<file path="src/core/dss_regs.vh">
// dss_regs.vh: constants for the pll channel state and oscillator steering block
// assumes inclusion by bare name from core/ design files
`ifndef DSS_REGS_VH
`define DSS_REGS_VH

`define DSS_NUM_W          40
`define DSS_DEV_W          38
// operating states
`define DSS_ST_FREERUN     2'h0
`define DSS_ST_ACQUIRE     2'h1
`define DSS_ST_LOCKED      2'h2
`define DSS_ST_HOLDOVER    2'h3
// boot sequence
`define DSS_BT_ROM         2'h0
`define DSS_BT_OVERLAY     2'h1
`define DSS_BT_DONE        2'h2
// core clock period in ps, pin pulse minimum and step period minimum in ps
`define DSS_CLK_PS         4000
`define DSS_TRIG_MIN_PS    100000
`define DSS_RATE_MIN_PS    200000
// relative analog steering: numerator units fed per feed period
`define DSS_FEED_STEP      40'h0000000100
`define DSS_FEED_PERIOD    8'h10
// reset values
`define DSS_RST_NUM        40'h0000000000
`endif

</file>
<file path="src/core/dss_channel.v">
// dss_channel.v: one pll channel: boot overlay choice, operating state machine,
// lock flags, tuning history, and oscillator numerator steering.
// assumes all inputs synchronous to i_core_clk; configuration is plain ports.
`timescale 1ns/1ps
`default_nettype none
`include "dss_regs.vh"

module dss_channel (
  // clock and reset
  input  wire        i_core_clk,
  input  wire        i_reset_n,
  input  wire        i_soft_reset,
  // boot
  input  wire        i_overlay_enable,
  input  wire        i_loop_config_valid,
  input  wire        i_crystal_valid,
  // reference and detectors
  input  wire        i_ref_valid,
  input  wire        i_reference_loss,
  input  wire        i_freq_in_tol,
  input  wire        i_phase_in_tol,
  input  wire        i_acquire_done,
  input  wire        i_loop_used,
  // history
  input  wire        i_history_enable,
  input  wire        i_history_valid_in,
  input  wire [39:0] i_history_word,
  // numerators
  input  wire [39:0] i_analog_numerator,
  input  wire        i_fb_num_wr,
  input  wire [39:0] i_fb_num_data,
  input  wire        i_offset_wr,
  input  wire [39:0] i_holdover_offset_word,
  // steering
  input  wire        i_steer_enable,
  input  wire [37:0] i_step_deviation_word,
  input  wire        i_step_update_wr,
  input  wire        i_step_update_bit,
  input  wire        i_pin_mode,
  input  wire        i_freq_step_trig,
  input  wire        i_freq_step_dir,
  // status
  output reg  [1:0]  o_state,
  output reg         o_boot_load_rom,
  output reg         o_boot_load_overlay,
  output reg         o_boot_done,
  output reg         o_analog_on_crystal,
  output reg         o_refs_qualified,
  output reg         o_wide_bandwidth,
  output reg         o_freq_lock_lost_flag,
  output reg         o_phase_lock_lost_flag,
  output reg         o_history_accumulate,
  output reg         o_steer_active,
  output reg  [39:0] o_feedback_numerator,
  output reg  [39:0] o_effective_analog_numerator,
  output reg         o_offset_fed
);

  localparam integer TRIG_MIN_INT = (`DSS_TRIG_MIN_PS + `DSS_CLK_PS - 1) / `DSS_CLK_PS;
  localparam [7:0]   TRIG_MIN_CYC = TRIG_MIN_INT[7:0];

  reg [1:0]  boot_q;
  reg [1:0]  state_q;
  reg [1:0]  state_d;
  reg [39:0] fb_base_q;
  reg [39:0] steer_off_q;
  reg [39:0] ana_off_q;
  reg [39:0] ana_target_q;
  reg [7:0]  feed_cnt_q;
  reg        trig_q;
  reg [7:0]  trig_hi_q;
  reg        hist_valid_q;
  reg [39:0] steer_off_d;
  reg [39:0] fb_num_d;
  reg [39:0] ana_off_d;
  reg [39:0] ana_target_d;
  reg [7:0]  feed_cnt_d;
  reg        offset_fed_d;
  reg [39:0] ana_num_d;

  wire trig_rise   = i_freq_step_trig & ~trig_q;
  wire steer_ok    = i_steer_enable && (state_q == `DSS_ST_LOCKED);
  wire closed_loop = i_loop_used && (state_q != `DSS_ST_HOLDOVER)
                     && (state_q != `DSS_ST_FREERUN);
  wire [39:0] dev40 = {2'h0, i_step_deviation_word};
  // a pin step counts only while trig has stayed high long enough is not
  // needed: edge is taken at once, width relies on the controller
  wire pin_step = i_pin_mode && trig_rise;
  wire sw_step  = ~i_pin_mode && i_step_update_wr;
  wire step_dn  = i_pin_mode ? i_freq_step_dir : i_step_update_bit;
  wire do_step  = steer_ok && (pin_step || sw_step);
  wire [39:0] ana_gap = ana_target_q - ana_off_q;
  wire        gap_neg = ana_gap[39];
  wire [39:0] gap_mag = gap_neg ? (~ana_gap + 40'h1) : ana_gap;

  // boot: rom then optional overlay
  always @(posedge i_core_clk or negedge i_reset_n) begin
    if (!i_reset_n) begin
      boot_q <= `DSS_BT_ROM;
    end else if (i_soft_reset) begin
      boot_q <= `DSS_BT_ROM;
    end else begin
      case (boot_q)
        `DSS_BT_ROM: begin
          boot_q <= i_overlay_enable ? `DSS_BT_OVERLAY : `DSS_BT_DONE;
        end
        `DSS_BT_OVERLAY: begin
          boot_q <= `DSS_BT_DONE;
        end
        default: begin
          boot_q <= `DSS_BT_DONE;
        end
      endcase
    end
  end

  // operating state
  always @* begin
    state_d = state_q;
    case (state_q)
      `DSS_ST_FREERUN: begin
        if (boot_q == `DSS_BT_DONE && i_loop_config_valid && i_ref_valid)
          state_d = `DSS_ST_ACQUIRE;
      end
      `DSS_ST_ACQUIRE: begin
        if (i_reference_loss && !i_ref_valid)
          state_d = `DSS_ST_FREERUN;
        else if (i_acquire_done)
          state_d = `DSS_ST_LOCKED;
      end
      `DSS_ST_LOCKED: begin
        if (i_reference_loss && !i_ref_valid) begin
          if (i_history_enable && hist_valid_q)
            state_d = `DSS_ST_HOLDOVER;
          else
            state_d = `DSS_ST_FREERUN;
        end
      end
      `DSS_ST_HOLDOVER: begin
        if (i_ref_valid)
          state_d = `DSS_ST_ACQUIRE;
      end
      default: state_d = `DSS_ST_FREERUN;
    endcase
  end

  always @(posedge i_core_clk or negedge i_reset_n) begin
    if (!i_reset_n) begin
      state_q                <= `DSS_ST_FREERUN;
      o_state                <= `DSS_ST_FREERUN;
      o_boot_load_rom        <= 1'b1;
      o_boot_load_overlay    <= 1'b0;
      o_boot_done            <= 1'b0;
      o_analog_on_crystal    <= 1'b0;
      o_refs_qualified       <= 1'b0;
      o_wide_bandwidth       <= 1'b0;
      o_freq_lock_lost_flag  <= 1'b1;
      o_phase_lock_lost_flag <= 1'b1;
      o_history_accumulate   <= 1'b0;
      hist_valid_q           <= 1'b0;
    end else if (i_soft_reset) begin
      state_q                <= `DSS_ST_FREERUN;
      o_state                <= `DSS_ST_FREERUN;
      o_boot_load_rom        <= 1'b1;
      o_boot_load_overlay    <= 1'b0;
      o_boot_done            <= 1'b0;
      o_analog_on_crystal    <= 1'b0;
      o_refs_qualified       <= 1'b0;
      o_wide_bandwidth       <= 1'b0;
      o_freq_lock_lost_flag  <= 1'b1;
      o_phase_lock_lost_flag <= 1'b1;
      o_history_accumulate   <= 1'b0;
      hist_valid_q           <= 1'b0;
    end else begin
      state_q             <= state_d;
      o_state             <= state_d;
      o_boot_load_rom     <= (boot_q == `DSS_BT_ROM);
      o_boot_load_overlay <= (boot_q == `DSS_BT_OVERLAY);
      o_boot_done         <= (boot_q == `DSS_BT_DONE);
      // analog loop rides a valid crystal after boot, only in free-run or while loop config is not valid (in holdover only while loop config is not valid)
      o_analog_on_crystal <= i_crystal_valid && (boot_q == `DSS_BT_DONE)
                             && (state_d == `DSS_ST_FREERUN || !i_loop_config_valid);
      o_refs_qualified    <= (state_d != `DSS_ST_FREERUN) && i_ref_valid;
      o_wide_bandwidth    <= (state_d == `DSS_ST_ACQUIRE);
      if (state_d == `DSS_ST_HOLDOVER) begin
        o_phase_lock_lost_flag <= 1'b1;
      end else if (state_d == `DSS_ST_FREERUN) begin
        o_freq_lock_lost_flag  <= 1'b1;
        o_phase_lock_lost_flag <= 1'b1;
      end else begin
        o_freq_lock_lost_flag  <= ~i_freq_in_tol;
        o_phase_lock_lost_flag <= ~i_phase_in_tol;
      end
      // history runs once frequency lock is seen, in acquire or locked only
      o_history_accumulate <= i_history_enable && i_freq_in_tol
                              && (state_d == `DSS_ST_ACQUIRE || state_d == `DSS_ST_LOCKED);
      if (!i_history_enable || state_d == `DSS_ST_FREERUN)
        hist_valid_q <= 1'b0;
      else if (o_history_accumulate && i_history_valid_in)
        hist_valid_q <= 1'b1;
    end
  end

  // trigger pin edge detect and high-time count for the controller's pulse width
  always @(posedge i_core_clk or negedge i_reset_n) begin
    if (!i_reset_n) begin
      trig_q    <= 1'b0;
      trig_hi_q <= 8'h00;
    end else begin
      trig_q    <= i_freq_step_trig;
      if (!i_freq_step_trig)
        trig_hi_q <= 8'h00;
      else if (trig_hi_q != TRIG_MIN_CYC)
        trig_hi_q <= trig_hi_q + 8'h01;
    end
  end

  // steering offset next value; disabling steering drops the offset at once
  always @* begin
    steer_off_d = steer_off_q;
    if (!i_steer_enable) begin
      steer_off_d = `DSS_RST_NUM;
    end else if (do_step && closed_loop) begin
      if (step_dn)
        steer_off_d = steer_off_q - dev40;
      else
        steer_off_d = steer_off_q + dev40;
    end
  end

  // a direct write is used in its own cycle so the output never shows the
  // stale base for one cycle after the write
  always @* begin
    fb_num_d = (i_fb_num_wr ? i_fb_num_data : fb_base_q)
               + (i_steer_enable ? steer_off_q : `DSS_RST_NUM);
  end

  // loop numerator: base written directly, steering offset accumulated
  always @(posedge i_core_clk or negedge i_reset_n) begin
    if (!i_reset_n) begin
      fb_base_q            <= `DSS_RST_NUM;
      steer_off_q          <= `DSS_RST_NUM;
      o_steer_active       <= 1'b0;
      o_feedback_numerator <= `DSS_RST_NUM;
    end else begin
      if (i_fb_num_wr)
        fb_base_q <= i_fb_num_data;
      steer_off_q          <= steer_off_d;
      o_steer_active       <= steer_ok;
      o_feedback_numerator <= fb_num_d;
    end
  end

  // analog offset next values: a new relative write restarts feeding from the
  // offset applied now, so steps left from the last write are dropped
  always @* begin
    ana_off_d    = ana_off_q;
    ana_target_d = ana_target_q;
    feed_cnt_d   = feed_cnt_q;
    offset_fed_d = o_offset_fed;
    if (i_offset_wr) begin
      if (i_history_enable) begin
        ana_target_d = ana_off_q + i_holdover_offset_word;
        feed_cnt_d   = 8'h00;
        offset_fed_d = 1'b0;
      end else begin
        ana_off_d    = i_holdover_offset_word;
        ana_target_d = i_holdover_offset_word;
        offset_fed_d = 1'b1;
      end
    end else if (ana_gap != `DSS_RST_NUM) begin
      if (feed_cnt_q == `DSS_FEED_PERIOD - 8'h01) begin
        feed_cnt_d = 8'h00;
        if (gap_mag <= `DSS_FEED_STEP) begin
          ana_off_d    = ana_target_q;
          offset_fed_d = 1'b1;
        end else if (gap_neg) begin
          ana_off_d = ana_off_q - `DSS_FEED_STEP;
        end else begin
          ana_off_d = ana_off_q + `DSS_FEED_STEP;
        end
      end else begin
        feed_cnt_d = feed_cnt_q + 8'h01;
      end
    end
  end

  // closed loop leaves the analog numerator alone; otherwise an offset applies
  always @* begin
    if (closed_loop)
      ana_num_d = i_analog_numerator;
    else if (state_q == `DSS_ST_HOLDOVER && i_history_enable && hist_valid_q)
      ana_num_d = i_analog_numerator + i_history_word;
    else
      ana_num_d = i_analog_numerator + ana_off_q;
  end

  // analog numerator: holdover source and analog steering
  always @(posedge i_core_clk or negedge i_reset_n) begin
    if (!i_reset_n) begin
      ana_off_q                    <= `DSS_RST_NUM;
      ana_target_q                 <= `DSS_RST_NUM;
      feed_cnt_q                   <= 8'h00;
      o_offset_fed                 <= 1'b1;
      o_effective_analog_numerator <= `DSS_RST_NUM;
    end else begin
      ana_off_q                    <= ana_off_d;
      ana_target_q                 <= ana_target_d;
      feed_cnt_q                   <= feed_cnt_d;
      o_offset_fed                 <= offset_fed_d;
      o_effective_analog_numerator <= ana_num_d;
    end
  end

endmodule // dss_channel
`default_nettype wire

</file>
<file path="config.mk">
export PLATFORM = sky130hd
export DESIGN_NAME = dss_channel
export DESIGN_NICKNAME = d
export VERILOG_FILES = /design/src/core/dss_channel.v
export VERILOG_INCLUDE_DIRS = /design/src /design/src/core
export SDC_FILE = /design/constraint.sdc
export NUM_CORES = 1
export LEC_CHECK = 0
export ABC_AREA = 1
export BUFFER_PORTS_ARGS = -buffer_cell sky130_fd_sc_hd__buf_4
export CAP_MARGIN = 20
export CORE_MARGIN = 8
export CORE_UTILIZATION = 50
export DETAILED_ROUTE_END_ITERATION = 6
export GPL_ROUTABILITY_DRIVEN = 0
export GPL_TIMING_DRIVEN = 0
export PLACE_DENSITY_LB_ADDON = 0.1
export SLEW_MARGIN = 20
export SYNTH_ARGS = -nofsm -noshare
export SYNTH_HDL_FRONTEND = slang
export SYNTH_SLANG_ARGS = --single-unit
export TNS_END_PERCENT = 20
</file>
<file path="constraint.sdc">
create_clock -name i_core_clk -period 13.9 [get_ports i_core_clk]
set_clock_uncertainty 0.05 [all_clocks]
set_input_delay 3.475 -clock i_core_clk [delete_from_list [all_inputs] [get_ports i_core_clk]]
set_output_delay 3.475 -clock i_core_clk [all_outputs]
set_load 0.02 [all_outputs]
</file>
# Word level (Yosys, flattened, before mapping)
# Index checks and enable logic that the tools add are counted.
# W data, S select, Z words.
classes:
  n_addsub: 11
  magnitude_cmp: 1
  eq_ne: 14
  muxes: 52
  bitwise_logic: 6
  reduce_logical: 39
op_table:
  columns: ["operator", "count"]
  rows:
  - ["$mux W40", 15]
  - ["$add A40 B40 Y40", 4]
  - ["$add A40 B1 Y40 const B", 1]
  - ["$add A40 B38 Y40", 1]
  - ["$add A40 B9 Y40 const B", 1]
  - ["$le A40 B9 Y1 const B", 1]
  - ["$not A40 Y40", 1]
  - ["$reduce_bool A40 Y1", 1]
  - ["$sub A40 B38 Y40", 1]
  - ["$sub A40 B40 Y40", 1]
  - ["$sub A40 B9 Y40 const B", 1]
  - ["$mux W8", 4]
  - ["$mux W1", 22]
  - ["$mux W2", 10]
  - ["$logic_and A1 B1 Y1", 19]
  - ["$eq A2 B2 Y1 const B", 5]
  - ["$reduce_bool A2 Y1", 5]
  - ["$add A8 B1 Y8 const B", 1]
  - ["$eq A8 B4 Y1 const B", 1]
  - ["$ne A2 B2 Y1 const B", 4]
  - ["$pmux W2 S4", 1]
  - ["$eq A2 B1 Y1 const B", 3]
  - ["$logic_not A2 Y1", 3]
  - ["$reduce_and A3 Y1", 2]
  - ["other kinds (7)", 15]
word_totals:
  ff_bits: 265
  input_bits: 220

# Depth between registers and ports, before layout
depth:
  depth_word: 9
  mapped_depth: 35
  ltp_nobuf: 33

# Worst setup path before layout
# No wires, ideal clock.
synth_timing:
  kind: "input-to-reg"
  from: "input i_step_deviation_word[1]"
  to: "register steer_off_q[33]"
  setup_ns: 0.133
  arrival_time_ns: 7.172
  t_required_ns: 13.717
  setup_slack_ns: 6.545
  path_stages: 27
  cell_sequence: "inv_1 -> ha_1 -> inv_1 -> nor3_1 -> inv_1 -> nor3_1 -> nand2_1 -> or3b_2 -> nor3_1 -> nand3_1 -> o21ai_0 -> xor2_1 -> ha_1 -> a21oi_1 -> inv_1 -> a31oi_1 -> o211ai_1 -> a21oi_1 -> inv_1 -> a21oi_1 -> inv_1 -> nand2_1 -> o211ai_1 -> a21o_1 -> or2_2 -> nand3_1 -> o21ai_0"
synth_between:
  elab_chain_cells: 4
  elab_cells_between_ends: 5
  classes_between: "add/sub: 2; mux: 3"
synth_lines:
  columns: ["element", "line_no", "rtl"]
  rows:
  - ["start: declaration", "dss_channel.v:36", "input wire [37:0] i_step_deviation_word,"]
  - ["$add A40 B38 Y40 / $sub A40 B38 Y40 (equally long branches)", "dss_channel.v:227, dss_channel.v:225", null]
  - ["$mux W40 *", "dss_channel.v:224", "if (step_dn)"]
  - ["$mux W40 *", "dss_channel.v:223", "end else if (do_step && closed_loop) begin"]
  - ["$mux W40 *", "dss_channel.v:221", "if (!i_steer_enable) begin"]
  - ["end signal: assignment", "dss_channel.v:242", "steer_off_q <= `DSS_RST_NUM;"]
  - ["end signal: assignment", "dss_channel.v:248", "steer_off_q <= steer_off_d;"]
  - ["end: declaration", "dss_channel.v:66", "reg [39:0] steer_off_q;"]
# Mark *: on every way between the ends. The rest lies on a longest branch, timed or not. The select of a mux whose other input is x is not followed.
# A chain may end at the register's enable or synchronous reset.

# Worst setup path in the final report
layout_timing:
  from: "input i_history_enable"
  to: "register o_effective_analog_numerator[24]"
layout_between:
  elab_chain_cells: 4
layout_lines:
  columns: ["element", "line_no", "rtl"]
  rows:
  - ["start: declaration", "dss_channel.v:25", "input wire i_history_enable,"]
  - ["$logic_and A1 B1 Y1 (2 in series)", "dss_channel.v:292", "else if (state_q == `DSS_ST_HOLDOVER && i_history_enable && hist_valid_q)"]
  - ["$mux W40", "dss_channel.v:292", null]
  - ["$mux W40", "dss_channel.v:290", "if (closed_loop)"]
  - ["via ana_num_d[24]", "dss_channel.v:79", "reg [39:0] ana_num_d;"]
  - ["end signal: assignment", "dss_channel.v:305", "o_effective_analog_numerator <= `DSS_RST_NUM;"]
  - ["end signal: assignment", "dss_channel.v:311", "o_effective_analog_numerator <= ana_num_d;"]
  - ["end: declaration", "dss_channel.v:55", "output reg [39:0] o_effective_analog_numerator,"]
# The timed path passes the listed nets, and every way through them passes these cells.

==> out/metrics.yaml <==
power:
  vdd_drop_max_mv: 0.1302
  power.density_nw_per_um2: 238.5
  p_leak_nw: 17.13
cts:
  cts_hold_buf: 0
  htree_num_levels: 2
  clock_latency_ns: 0.57
  postCtsSetupBuffers: 0
  ctsResizeCount: 0
  path_clk_slew_ns: 0.05
  numCtsBuffers: 35
  cts_max_path_buffers: 3
  cts_tree: "built"
  root_buffer: "clkbuf_16"
  clkSinkCount: 265
critical_path:
  crit_path_top_delay_cell: "nor2_2"
  crit_required_ns: 14.29
  critPathArrivalTime_ns: 8.90
  path_max_fanout: 10
  start_kind: "primary input"
  path_common_cell: "a21oi_1"
  path_class: "in2reg"
  path_cells: "clkbuf_1, nand2_1, nor2_2, clkbuf_1, mux2_2, ha_1, fa_1, nand3_1, nand3_1, a21oi_1, o21ai_0, a21oi_1, inv_1, a21oi_1, o21ai_0, a21oi_1, inv_1, a21oi_1, inv_1, or2_2, nand3_1, nand2_1"
  end_kind: "flop"
  max_stage_delay_ns: 0.67
placed_design:
  dp_hpwl_mm: 79.13
  port_buffers: 310
  place_area_um2: 30330
  dp_slack_ns: 4.858
detailed_routing:
  finalWirelength_mm: 95.30
  remaining_drc_errors: 0
  vias_per_cell: 5.469
  avgRoutedWirePerCell_um: 18.02
  ant_nets: 0
  drt-initial-drc-count: 2737
  firstDrtPassIters: 6
  vias: 28922
floorplanning:
  std_cell_rows: 85
  dieArea_um2: 61770
  floorplan.io_pins: 313
  dieHeight_um: 248.5
  start_util_pct: 50.44
  die_x_um: 248.5
  core_area_um2: 53600
layout:
  area_delta_synth_final_pct: 16.93
  design_area_um2: 31620
  fill_cells: 5376
  multi_input_area_um2: 17780
  num-nets-final: 5019
  drive_gt1_share_pct: 11.90
  seq_area_um2: 6636
timing:
  fin_setup_tns_ns: 0
  slew_violations: 0
  rsz0062_at_grt: "no"
  period_share_pct: 61.17
  slew_headroom_pct: 34.44
  min_period_ns: 8.503
  setup_viol: 0
  setup_slack_ns: 5.397
  worstMarginPinSlew_ns: 0.9833
  finalHoldViolCount: 0
  max_freq_mhz: 117.6
synthesis:
  syn_nets: 4669
  ys_ff_latch: 265
  synth_edf_count: 0
  synth_top_area_share_pct: 24.16
  ys_seq_area_share_pct: 24.55
  synthCells: 4212
  synth_top_cell_by_area: "dfrtp_1"
  synth_flop_cell: "dfrtp_1"
  yosysWarnings: 0
  netlist_top_cells_area: "dfrtp_1 (24%), nand2_1 (17%), ha_1 (11%)"
  synth_cell_types: 64
  synthesis.area_um2: 27040
  synth_async_sr_flop_share_pct: 100.0
  syn_avg_cell_area_um2: 6.419
status:
  status: "completed"
global_route:
  grt_antenna_before_repair: 3
  grt_pass1_wl_mm: 147.9
  grt_start_max_net_pins: 89
  grtUsageTotal_pct: 29.64
  grt_pass1_vias: 26766
  gr-total-overflow: 0
run:
  cap_viol_max_count: 0
min_path:
  hold_class: "reg2reg"
==> path summary, 6_finish.rpt <==
path                       depth (start not counted)                                to             start  slack, ns
min in group asynchronous                          1                     feed_cnt_q[0]         i_reset_n       2.74
hold / removal                                     1                   o_boot_load_rom         boot_q[0]       0.39
max in group asynchronous                          3  o_effective_analog_numerator[37]         i_reset_n       9.95
setup reg to reg                                  30                     ana_off_q[35]     ana_off_q[20]       7.01
hold reg to reg                                    1                   o_boot_load_rom         boot_q[0]       0.39
setup / recovery                                  22  o_effective_analog_numerator[24]  i_history_enable       5.40
==> placed cells by master, fill, tap and decap left out, types with 8 or more instances in the layout <==
master / count
buf_1: 8
nand3_1: 212
dfrtp_1: 261
clkbuf_16: 35
nand4_1: 45
clkbuf_1: 57
o221ai_1: 8
nand2_1: 1254
nor3_1: 38
or2_2: 32
inv_1: 593
inv_2: 11
a21o_1: 16
xor2_1: 106
nand3b_1: 9
clkbuf_8: 9
a21boi_0: 16
o21ai_0: 244
nor2_2: 17
a21oi_1: 317
nand2_2: 21
o21ai_1: 14
o21a_1: 17
o21ai_2: 8
buf_4: 316
ha_1: 231
xnor2_1: 68
nor2_1: 377
o21bai_1: 12
nor4_1: 10
a31oi_1: 52
mux2_2: 40
o22ai_1: 23
==> synth_stat cells, types with 8 or more instances <==
library cell / instances
ha_1: 231
nand4_1: 45
a21boi_0: 16
a21o_1: 16
nand2_1: 1254
or2_2: 32
o221ai_1: 8
xnor2_1: 68
buf_1: 8
o21ai_2: 8
nor2_2: 16
nor3_1: 38
nand2_2: 21
a31oi_1: 52
o22ai_1: 23
o21bai_1: 12
inv_1: 593
nor2_1: 378
nand3b_1: 9
xor2_1: 106
dfrtp_1: 261
o21a_1: 17
mux2_2: 40
nor4_1: 10
inv_2: 11
a21oi_1: 317
clkbuf_1: 54
nand3_1: 212
o21ai_0: 244
o21ai_1: 14
==> registers in the layout, summed over array words and instances (netlist names), 2 cells and up <==
name,count
steer_off_q,40
o_feedback_numerator,40
boot_q,2
ana_off_q,40
o_effective_analog_numerator,40
fb_base_q,40
state_q,2
ana_target_q,40
feed_cnt_q,8
==> per-stage QoR <==
stage	hold slack, ns	total power [mW]	utilization [%]	instances
2_1_floorplan	0.3532	5.076	-	4212
3_3_place_gp	0.3584	6.324	56.41	5218
3_5_place_dp	0.3895	6.380	56.58	5221
4_1_cts	0.3964	7.418	58.97	5285
5_1_grt	0.4262	8.271	58.97	5286
6_report	0.3936	7.541	58.98	5288
==> routing by layer <==
metal  wire length (um)  global-route usage (%)
met5                  0                       0
met4               2613                   7.857
met3               9069                   5.476
met2              38610                   43.71
met1              45010                   43.83
==> area by class of cell <==
type | count | area share, %
Antenna cell | 3 | 0.02375
Clock buffer | 47 | 3.198
Inverter | 611 | 7.254
Sequential cell | 265 | 20.99
Tap cell | 696 | 2.754
Timing Repair Buffer | 313 | 7.646
Multi-Input combinational cell | 3260 | 56.23
Buffer | 76 | 1.053
Clock inverter | 17 | 0.8509
==> critical path, delay by kind of cell <==
family | cells | cell delay (ns)
fa+ha+maj | 2 | 0.72
buf+inv | 5 | 1.44
compound gates | 7 | 1.25
mux | 1 | 0.41
simple gates | 7 | 1.58
==> kinds of logic after synthesis <==
logic type	count (synthesis)	synth area share, %
fa+ha+maj	237	11.13
xor+xnor	174	5.637
buf+inv	687	9.714
mux	41	1.703
simple gates	2041	31.39
compound gates	767	15.88
flops	265	24.55
==> where the power goes <==
group | leakage (nW) | switching [mW] | internal (mW) | total, mW
clock network | 0.618 | 0.390 | 0.611 | 1.00
logic | 13.3 | 3.54 | 1.90 | 5.44
registers | 3.23 | 0.153 | 0.950 | 1.10
Note: power is estimated with default switching activity, not from simulation.
